`src/hw/trip_sup_pkg.sv`:
```
// constants and types shared by the trip path supervision design
package trip_sup_pkg;
    // clock rate and millisecond tick
    localparam int unsigned CLK_HZ = 20000000;
    localparam int unsigned TICK_MS_US = 1000;
    localparam int unsigned TICK_CYCLES = (CLK_HZ / 1000000) * TICK_MS_US;
    localparam int unsigned TICK_CNT_W = 15;
    // pick-up delay
    localparam int unsigned PICKUP_MS = 1000;
    localparam int unsigned PICKUP_CNT_W = 10;
    // apb register map
    localparam logic [7:0] ADDR_STATUS = 8'h00;
    localparam logic [7:0] ADDR_IRQ_STAT = 8'h04;
    localparam logic [7:0] ADDR_IRQ_MASK = 8'h08;
    localparam logic [7:0] ADDR_CTRL = 8'h0C;
    // status register fields
    localparam int unsigned ST_SUP_A_BIT = 0;
    localparam int unsigned ST_SUP_B_BIT = 1;
    localparam int unsigned ST_FAULT_A_BIT = 2;
    localparam int unsigned ST_FAULT_B_BIT = 3;
    localparam int unsigned ST_CLOSED_BIT = 4;
    // irq status/mask fields: fault rise per channel
    localparam int unsigned IRQ_FAULT_A_BIT = 0;
    localparam int unsigned IRQ_FAULT_B_BIT = 1;
    localparam int unsigned IRQ_W = 2;
    // control fields: per-channel enable
    localparam int unsigned CTRL_EN_A_BIT = 0;
    localparam int unsigned CTRL_EN_B_BIT = 1;
    localparam logic [1:0] CTRL_RESET = 2'h3;
    localparam logic [1:0] MASK_RESET = 2'h0;
    localparam int unsigned NUM_CH = 2;
endpackage

```
`src/hw/trip_sup_ch_if.sv`:
```
// channel bundle between top and the supervision channels
`timescale 1ns/1ps
`default_nettype none
interface trip_sup_ch_if;
    logic [1:0] sup;
    logic qualify;
    logic [1:0] enable;
    logic tick;
    logic [1:0] fault;
    modport top (output sup, output qualify, output enable, output tick, input fault);
    modport chan (input sup, input qualify, input enable, input tick, output fault);
endinterface
`default_nettype wire

```
`src/hw/trip_sup_channels.sv`:
```
// two pick-up delay channels for trip path supervision
`timescale 1ns/1ps
`default_nettype none
module trip_sup_channels
    import trip_sup_pkg::*;
(
    // clock and reset
    input wire logic sys_clk_in,
    input wire logic rst_in,
    // channel bundle
    trip_sup_ch_if.chan ch
);
    typedef struct packed {
        logic [NUM_CH-1:0][PICKUP_CNT_W-1:0] cnt;
        logic [NUM_CH-1:0] fault;
    } ch_state_s;

    ch_state_s state_ff;
    ch_state_s nxt_state;

    assign ch.fault = state_ff.fault;

    // per channel: low input while closed counts ticks; no cross-coupling
    always_comb
    begin
        nxt_state = state_ff;
        for (int i = 0; i < NUM_CH; i++)
        begin
            if (!(ch.qualify && ch.enable[i] && !ch.sup[i]))
            begin
                nxt_state.cnt[i] = '0;
                nxt_state.fault[i] = 1'b0;
            end
            else if (ch.tick && !state_ff.fault[i])
            begin
                if (state_ff.cnt[i] == PICKUP_CNT_W'(PICKUP_MS - 1))
                begin
                    nxt_state.fault[i] = 1'b1;
                end
                else
                begin
                    nxt_state.cnt[i] = state_ff.cnt[i] + PICKUP_CNT_W'(1);
                end
            end
        end
    end

    // state register
    always_ff @(posedge sys_clk_in)
    begin
        if (rst_in)
        begin
            state_ff <= '0;
        end
        else
        begin
            state_ff <= nxt_state;
        end
    end
endmodule // trip_sup_channels
`default_nettype wire

```
`src/hw/trip_path_supervision.sv`:
```
// trip path supervision top: breaker qualification, ms tick, apb registers, irq
//
// How it works
// - a high supervision input means the trip circuit is intact, low means broken or too resistive.
// - each supervision input is also shown as a plain status bit and a registered output.
// - failure is judged only while the breaker reads closed, never while it is open.
// - two independent channels share one pair of breaker status inputs, each with its own fault output.
// - a fault asserts only after the qualified condition held without break for 1000 ms.
// - fault outputs are active high, the inverse of the supervision input.
// - fault a follows input a and fault b follows input b, no cross-coupling.
`timescale 1ns/1ps
`default_nettype none
module trip_path_supervision
    import trip_sup_pkg::*;
(
    // clock and reset
    input wire logic sys_clk_in,
    input wire logic rst_in,
    // supervision and breaker status inputs
    input wire logic trip_sup_in_a_in,
    input wire logic trip_sup_in_b_in,
    input wire logic breaker_open_status_in,
    input wire logic breaker_closed_status_in,
    // apb slave
    input wire logic psel_in,
    input wire logic penable_in,
    input wire logic pwrite_in,
    input wire logic [7:0] paddr_in,
    input wire logic [31:0] pwdata_in,
    output logic [31:0] prdata_out,
    output logic pready_out,
    output logic pslverr_out,
    // supervision results
    output logic circuit_fault_a_out,
    output logic circuit_fault_b_out,
    output logic trip_sup_a_out,
    output logic trip_sup_b_out,
    output logic irq_out
);
    typedef struct packed {
        logic [TICK_CNT_W-1:0] tick_cnt;
        logic tick;
        logic [1:0] fault_q;
        logic [1:0] sup_q;
        logic [IRQ_W-1:0] irq_stat;
        logic [IRQ_W-1:0] irq_mask;
        logic [1:0] ctrl_en;
        logic irq;
        logic [31:0] prdata;
        logic pready;
        logic pslverr;
    } top_state_s;

    top_state_s state_ff;
    top_state_s nxt_state;
    trip_sup_ch_if ch_bus ();

    // true when the apb access phase hits the given word
    function automatic logic hit(input logic [7:0] addr, input logic [7:0] reg_addr);
        hit = (addr == reg_addr);
    endfunction

    // channel inputs; active-high supervision input means intact
    assign ch_bus.sup = {trip_sup_in_b_in, trip_sup_in_a_in};
    assign ch_bus.qualify = breaker_closed_status_in && !breaker_open_status_in;
    assign ch_bus.enable = state_ff.ctrl_en;
    assign ch_bus.tick = state_ff.tick;

    // shared channel pair, one fault line each
    trip_sup_channels u_channels (
        .sys_clk_in (sys_clk_in),
        .rst_in (rst_in),
        .ch (ch_bus.chan)
    );

    // next state: tick divider, irq capture, apb access
    always_comb
    begin
        logic access;
        logic [IRQ_W-1:0] rise;
        logic [IRQ_W-1:0] clr;
        access = 1'b0;
        rise = '0;
        clr = '0;
        nxt_state = state_ff;

        // ms time base drives the pick-up delay
        if (state_ff.tick_cnt == TICK_CNT_W'(TICK_CYCLES - 1))
        begin
            nxt_state.tick_cnt = '0;
            nxt_state.tick = 1'b1;
        end
        else
        begin
            nxt_state.tick_cnt = state_ff.tick_cnt + TICK_CNT_W'(1);
            nxt_state.tick = 1'b0;
        end

        // outputs registered one cycle behind the channels
        nxt_state.fault_q = ch_bus.fault;
        nxt_state.sup_q = ch_bus.sup;
        rise = ch_bus.fault & ~state_ff.fault_q;

        // apb: ready registered in the cycle after the first access cycle, one wait state
        nxt_state.pready = 1'b0;
        nxt_state.pslverr = 1'b0;
        access = psel_in && penable_in && !state_ff.pready;
        if (access)
        begin
            nxt_state.pready = 1'b1;
            nxt_state.prdata = '0;
            if (pwrite_in)
            begin
                if (hit(paddr_in, ADDR_IRQ_STAT))
                begin
                    clr = pwdata_in[IRQ_W-1:0];
                end
                else if (hit(paddr_in, ADDR_IRQ_MASK))
                begin
                    nxt_state.irq_mask = pwdata_in[IRQ_W-1:0];
                end
                else if (hit(paddr_in, ADDR_CTRL))
                begin
                    nxt_state.ctrl_en = pwdata_in[1:0];
                end
                else if (!hit(paddr_in, ADDR_STATUS))
                begin
                    nxt_state.pslverr = 1'b1;
                end
            end
            else
            begin
                if (hit(paddr_in, ADDR_STATUS))
                begin
                    nxt_state.prdata[ST_SUP_A_BIT] = state_ff.sup_q[0];
                    nxt_state.prdata[ST_SUP_B_BIT] = state_ff.sup_q[1];
                    nxt_state.prdata[ST_FAULT_A_BIT] = state_ff.fault_q[0];
                    nxt_state.prdata[ST_FAULT_B_BIT] = state_ff.fault_q[1];
                    nxt_state.prdata[ST_CLOSED_BIT] = ch_bus.qualify;
                end
                else if (hit(paddr_in, ADDR_IRQ_STAT))
                begin
                    nxt_state.prdata[IRQ_W-1:0] = state_ff.irq_stat;
                end
                else if (hit(paddr_in, ADDR_IRQ_MASK))
                begin
                    nxt_state.prdata[IRQ_W-1:0] = state_ff.irq_mask;
                end
                else if (hit(paddr_in, ADDR_CTRL))
                begin
                    nxt_state.prdata[1:0] = state_ff.ctrl_en;
                end
                else
                begin
                    nxt_state.pslverr = 1'b1;
                end
            end
        end

        // set beats clear so an edge in the clearing cycle is kept
        nxt_state.irq_stat = (state_ff.irq_stat & ~clr) | rise;
        nxt_state.irq = |(nxt_state.irq_stat & nxt_state.irq_mask);
    end

    // state register
    always_ff @(posedge sys_clk_in)
    begin
        if (rst_in)
        begin
            state_ff <= '0;
            state_ff.irq_mask <= MASK_RESET;
            state_ff.ctrl_en <= CTRL_RESET;
        end
        else
        begin
            state_ff <= nxt_state;
        end
    end

    // all outputs straight from flops
    assign prdata_out = state_ff.prdata;
    assign pready_out = state_ff.pready;
    assign pslverr_out = state_ff.pslverr;
    assign circuit_fault_a_out = state_ff.fault_q[0];
    assign circuit_fault_b_out = state_ff.fault_q[1];
    assign trip_sup_a_out = state_ff.sup_q[0];
    assign trip_sup_b_out = state_ff.sup_q[1];
    assign irq_out = state_ff.irq;
endmodule // trip_path_supervision
`default_nettype wire

```
`config.mk`:
```
export PLATFORM = sky130hd
export DESIGN_NAME = trip_path_supervision
export DESIGN_NICKNAME = d
export VERILOG_FILES = /design/src/hw/trip_sup_pkg.sv /design/src/hw/trip_sup_ch_if.sv /design/src/hw/trip_sup_channels.sv /design/src/hw/trip_path_supervision.sv
export SDC_FILE = /design/constraint.sdc
export NUM_CORES = 1
export LEC_CHECK = 0
export BUFFER_PORTS_ARGS = -buffer_cell sky130_fd_sc_hd__buf_2
export CAP_MARGIN = 20
export CORE_AREA = 3 3 81 83
export CTS_CLUSTER_SIZE = 8
export DETAILED_ROUTE_END_ITERATION = 16
export DIE_AREA = 0 0 84 86
export PLACE_DENSITY = 0.76
export SLEW_MARGIN = 5
export SYNTH_ARGS = -nofsm -noshare
export SYNTH_HDL_FRONTEND = slang
export SYNTH_SLANG_ARGS = --single-unit
```
`constraint.sdc`:
```
create_clock -name sys_clk_in -period 1.8 [get_ports sys_clk_in]
set_input_delay 0.36 -clock sys_clk_in [delete_from_list [all_inputs] [get_ports sys_clk_in]]
set_output_delay 0.36 -clock sys_clk_in [all_outputs]
set_load 0.03 [all_outputs]
```
==> impl_metrics.ini, run 1 <==
[place]
dp.cells = 396
port_buffers = 30
post-dp-hpwl_um = 3650
gp_congestion = 0.805
dp_slack_ns = 0.0975

[timing]
rsz0062_at_grt = false
slew_violations = 0
timing.final.crit_share_pct = 94.9
setup_tns_ns = 0
fin_crit_ns = 1.71
setup_violations = 0
finalHoldViolations = 0
skew_ns = 0.00681
worst_slack_ns = 0.0923
fmax_mhz = 586

[worst_setup_path]
slowest_delay_ns = 0.55
crit_fanout = 4
critPathKind = reg -> reg
startpoint_type = flip-flop
worstPathRequired_ns = 2.00
cp.arrival_ns = 1.91
crit_path_end_kind = flip-flop
crit_chain = ha_1 -> and3_4 -> nand3_4 -> or4_1 -> and3_1
slowest_stage = or4_1

[route]
drcViolationCount = 0
routed_wl_um = 4810
via_per_inst = 5.10
final_antenna_net_count = 0
first_iter_violations = 55
num_vias = 2062
firstDrtPassIters = 4
routedWlPerCell_um = 11.9

[final_layout]
area_growth_pct = 8.32
regArea_um2 = 1120
nets = 380
fillerInstances = 569
multiInputGateArea_um2 = 1390
final_cells = 404
n_antenna_cell = 0
drive_gt1_share_pct = 17.6

[clock_tree]
htree_levels = 2
cts_tree = done
cts_buffer_depth = 2
post_cts_buffers = 0
cts_hold_buf = 0
clk_latency_ns = 0.30
clock-sinks = 56
cts_resized = 0
cts_buffers = 5
clk_pin_slew_ns = 0.09
root_buffer = clkbuf_8

[floorplan]
die_w_um = 84
core-area_um2 = 5920
die_area_um2 = 7220
start_util_pct = 45.7
rows = 28
ioPinCount = 88
die_y_um = 86

[pwr]
leakagePower_nw = 1.11
cellPowerDensity_nw_per_um2 = 728
total_power_w = 0.00213
max-vdd-ir-drop_mv = 0.438

[synthesis]
synth_adder_area_share_pct = 1.39
syn_inst = 295
ys_warn_count = 0
ys_seq_area_share_pct = 41.4
syn-mean-instance-area_um2 = 9.18
netlist.area_leader.share_pct = 41.4
ys.flop_type = dfxtp_1
synth-compound-area-share_pct = 7.67
synth.area.mux_share_pct = 3.88
synth_edf_count = 0
synth_area_leaders = dfxtp_1, buf_4, nor2_1
synth_top_family_by_area = simple AND/OR/NAND/NOR gates
synthSimpleGateAreaFrac_pct = 26.9
syn_area_um2 = 2710
synth.distinct_cells = 49
yosys.area.top_type = dfxtp_1
ys_seq_elements = 56
synth_xor_area_share_pct = 7.76
async_reset_ff_share_pct = 0

[status]
status = complete, no violations

[flow_run]
cap_violations = 0

[global_routing]
grt_overflow = 0
grt_pass1_vias = 1875
grt_pass1_wl_um = 7960
track_usage_pct = 13.1
antenna_found_initial = 0
grt_max_degree = 21

[hold_path]
min_path_type = in -> reg
-- power breakdown --
| group | switching, W | internal, W |
|---|---|---|
| Sequential | 0.00000656 | 0.00125 |
| Combinational | 0.000133 | 0.0000479 |
| Clock | 0.000386 | 0.000314 |
-- worst max-delay path, delay by kind of cell, from the launching register on --
family / cells / cell delay (ns)
adders and majority gates: 1 / 0.18
and+or+nand+nor: 4 / 1.06
DFF: 1 / 0.37
-- Yosys cell counts (all sizes together), types with 2 or more instances --
master	n
inv	8
nor3b	3
or4	3
xnor2	14
and4	4
and4b	2
nand2	17
nand4	9
nor2b	4
a32oi	2
xor2	10
o21ai	6
a21oi	13
and3b	3
nand3	11
nand4b	3
mux4	2
nand2b	4
nand3b	5
nor4	2
ha	3
nor2	38
or3	4
dfxtp	56
clkbuf	4
mux2i	6
buf	33
and3	4
nor3	7
-- state kept, by name, indices dropped and copies added (netlist names), 2 cells and up --
signal,flops
state_ff,19
ch_bus.enable,2
prdata_out,5
u_channels.ch.fault,2
u_channels.state_ff,20
-- metal layers --
metal	routed length, um	share of wire, %	up-vias	global-route usage (%)
met5	0	0	-	0
met4	36	0.75	0	3.51
met3	240	5.0	5	3.17
met2	2270	47	49	23.4
met1	2260	47	970	15.8
li1	-	-	1038	-
-- cells by family (layout without fill, tap and decap cells) --
| family | after synthesis | in the layout |
|---|---|---|
| AND/OR/NAND/NOR | 127 | 127 |
| flip-flops | 56 | 56 |
| buffers and inverters | 45 | 53 |
| AO/OA/AOI/OAI | 31 | 31 |
| XOR/XNOR | 24 | 24 |
| multiplexers | 8 | 8 |
| adder cells (fa/ha/maj) | 3 | 3 |
| other | 1 | 27 |
-- worst paths after layout --
kind,startpoint,end,slack (ns),depth (start not counted)
worst min-delay path,trip_sup_in_a_in,trip_sup_a_out,0.28,2
worst min register to register,prdata_out[0],prdata_out[0],0.46,2
worst max register to register,state_ff[47],state_ff[47],0.09,5
worst max-delay path,state_ff[47],state_ff[47],0.09,5
-- area by class of cell --
| class | instances | share of cell area (%) |
|---|---|---|
| multi-input combinational | 220 | 47.4 |
| inverter | 8 | 1.02 |
| tap | 75 | 3.20 |
| clock inverter | 1 | 0.256 |
| clock buffer | 7 | 2.94 |
| sequential | 56 | 38.2 |
| timing repair buffer | 37 | 6.91 |
-- per-stage QoR --
step                hold WS, ns  area, um2  util [%]
floorplan                 0.426       2810         -
global placement          0.435       2840      48.0
detailed placement        0.448       2840      48.0
CTS                       0.280       2930      49.5
global route              0.282       2930      49.5
finish                    0.281       2930      49.5
-- cells in the final DEF (no fill, tap or decap), types with 2 or more instances in the layout --
cell | synthesis | final
dfxtp_1 | 56 | 56
nor2_1 | 38 | 38
buf_2 | 0 | 30
conb_1 | 1 | 27
nand2_1 | 16 | 16
xnor2_1 | 14 | 14
a21oi_1 | 13 | 13
nand3_1 | 10 | 10
xor2_1 | 10 | 10
nand4_1 | 9 | 9
inv_1 | 8 | 8
nor3_1 | 7 | 7
buf_4 | 33 | 7
o21ai_0 | 6 | 6
mux2i_1 | 6 | 6
clkbuf_8 | 0 | 6
nand3b_1 | 5 | 5
nand2b_1 | 4 | 4
nor2b_1 | 4 | 4
or3_1 | 4 | 4
nor3b_1 | 3 | 3
nand4b_1 | 3 | 3
and4_1 | 3 | 3
and3b_1 | 3 | 3
or4_1 | 3 | 3
and3_1 | 3 | 3
ha_1 | 3 | 3
a32oi_1 | 2 | 2
mux4_2 | 2 | 2
and4b_1 | 2 | 2
Power figures use the tool's default switching activity.
==> run 2: changes to the inputs <==
- CELL_PAD_IN_SITES_DETAIL_PLACEMENT: default -> 1
- CELL_PAD_IN_SITES_GLOBAL_PLACEMENT: default -> 2
- CORE_AREA: 3 3 81 83 -> 3 3 107 109
- DIE_AREA: 0 0 84 86 -> 0 0 110 112
- PLACE_DENSITY: 0.76 -> 0.73
- REMOVE_ABC_BUFFERS: default -> 1
==> impl_metrics.ini, run 2 (synthesis gave the netlist of run 1 again) <==
[clock_tree]
htree_levels = 2
clk_latency_ns = 0.31
post_cts_buffers = 0
cts_buffer_depth = 2
clk_pin_slew_ns = 0.10
root_buffer = clkbuf_8
cts_tree = done
cts_buffers = 5
cts_hold_buf = 0
clock-sinks = 56

[global_routing]
grt_max_degree = 21
track_usage_pct = 9.75
grt_pass1_wl_um = 9800
grt_pass1_vias = 2107
antenna_found_initial = 0
grt_overflow = 0

[worst_setup_path]
reg2reg_to = state_ff[47]
worstReg2RegStart = state_ff[47]
cp.arrival_ns = 1.89
crit_path_end_kind = flip-flop
r2r_cells = 5
critPathKind = reg -> reg
crit_fanout = 4
reg2reg_setup_slack_ns = 0.12
worstPathRequired_ns = 2.01
critPathCapture = state_ff[47]
startpoint_type = flip-flop
critPathLaunch = state_ff[47]

[timing]
worst_slack_ns = 0.117
skew_ns = 0.0105
holdWs_ns = 0.291
fmax_mhz = 594
timing.final.crit_share_pct = 93.5
slew_violations = 0
fin_crit_ns = 1.68
rsz0062_at_grt = false
finalHoldViolations = 0
setup_violations = 0

[final_layout]
regArea_um2 = 1120
nets = 383
top_register = u_channels.state_ff
largest_register_ffs = 20
multiInputGateArea_um2 = 1390
n_antenna_cell = 0
drive_gt1_share_pct = 19.0
fillerInstances = 1268
final_cell_mix = dfxtp_1, nor2_1, buf_2, conb_1, nand2_1
final_common_cell = dfxtp_1
fin_util_pct = 28.6
area_growth_pct = 13.0

[pwr]
cellPowerDensity_nw_per_um2 = 750
total_power_w = 0.00230
max-vdd-ir-drop_mv = 0.317
leakagePower_nw = 1.14

[route]
routed_wl_um = 5840
firstDrtPassIters = 4
first_iter_violations = 63
routedWlPerCell_um = 12.4
via_per_inst = 4.40
num_vias = 2078
drcViolationCount = 0
final_antenna_net_count = 0

[place]
dp_slack_ns = 0.0769
post-dp-hpwl_um = 4440
gp_congestion = 0.709
port_buffers = 30

[floorplan]
rows = 38
start_util_pct = 25.3
ioPinCount = 88
core-area_um2 = 10700
die_w_um = 110
die_area_um2 = 12300
die_y_um = 112

[status]
status = complete, no violations

[flow_run]
cap_violations = 0

[hold_path]
min_path_type = in -> reg
run 2: changes by cell type in the layout (fill, tap and decap cells not counted):
cell,delta
buf_4,+3
clkinv_4,+2
bufinv_16,+1
clkbuf_1,-1
clkbuf_8,-1
clkinvlp_4,-1
dfxtp_1,-1
dfxtp_2,+1
run 2: per-stage QoR:
step | instance area [um2] | std cells | TNS, ns
2_1_floorplan | 2540 | 284 | -0.0743
3_3_place_gp | 2940 | 464 | 0
3_5_place_dp | 2940 | 464 | 0
4_1_cts | 3060 | 472 | 0
5_1_grt | 3060 | 472 | 0
6_report | 3060 | 472 | 0
run 2: where the power goes:
group	total, W	switching, W	internal, W
clock	0.000855	0.000435	0.000420
sequential	0.00126	0.00000649	0.00125
combinational	0.000185	0.000136	0.0000497
run 2: cell type report:
class | count | area share, %
well taps | 140 | 5.72
inverters | 8 | 0.981
clock inverters | 3 | 1.55
multi-input cells | 220 | 45.5
repair buffers | 40 | 7.36
clock buffers | 5 | 2.25
flip-flops and latches | 56 | 36.7
run 2: what timing repair did:
item                       CTS  global route
hold endpoints to repair     0             0
resized for setup            0             1
setup endpoints to repair    0             1
run 2: worst min-delay path by stage:
stage	startpoint	endpoint	slack, ns	cells past startpoint
after CTS	trip_sup_in_b_in	trip_sup_b_out	0.27	2
final	trip_sup_in_b_in	trip_sup_b_out	0.29	2
after floorplan	state_ff[46]	state_ff[46]	0.43	1
after global placement	prdata_out[4]	prdata_out[4]	0.44	2
after global routing	trip_sup_in_b_in	trip_sup_b_out	0.29	2
after detailed placement	prdata_out[4]	prdata_out[4]	0.44	2
run 2: worst max-delay path, stage by stage (launching register included):
cell and delay, ns:
dfxtp_2 0.36, ha_1 0.17, and3_4 0.21, nand3_4 0.09, or4_1 0.56, and3_1 0.20
run 2: metal layers:
metal	part of all wire, %	wire (um)	GRT usage (%)	vias up
met5	0	0	0	-
met1	45	2620	11.9	988
met2	49	2890	16.9	40
met3	4.6	267	2.32	5
li1	-	-	-	1045
met4	0.98	57	2.41	0
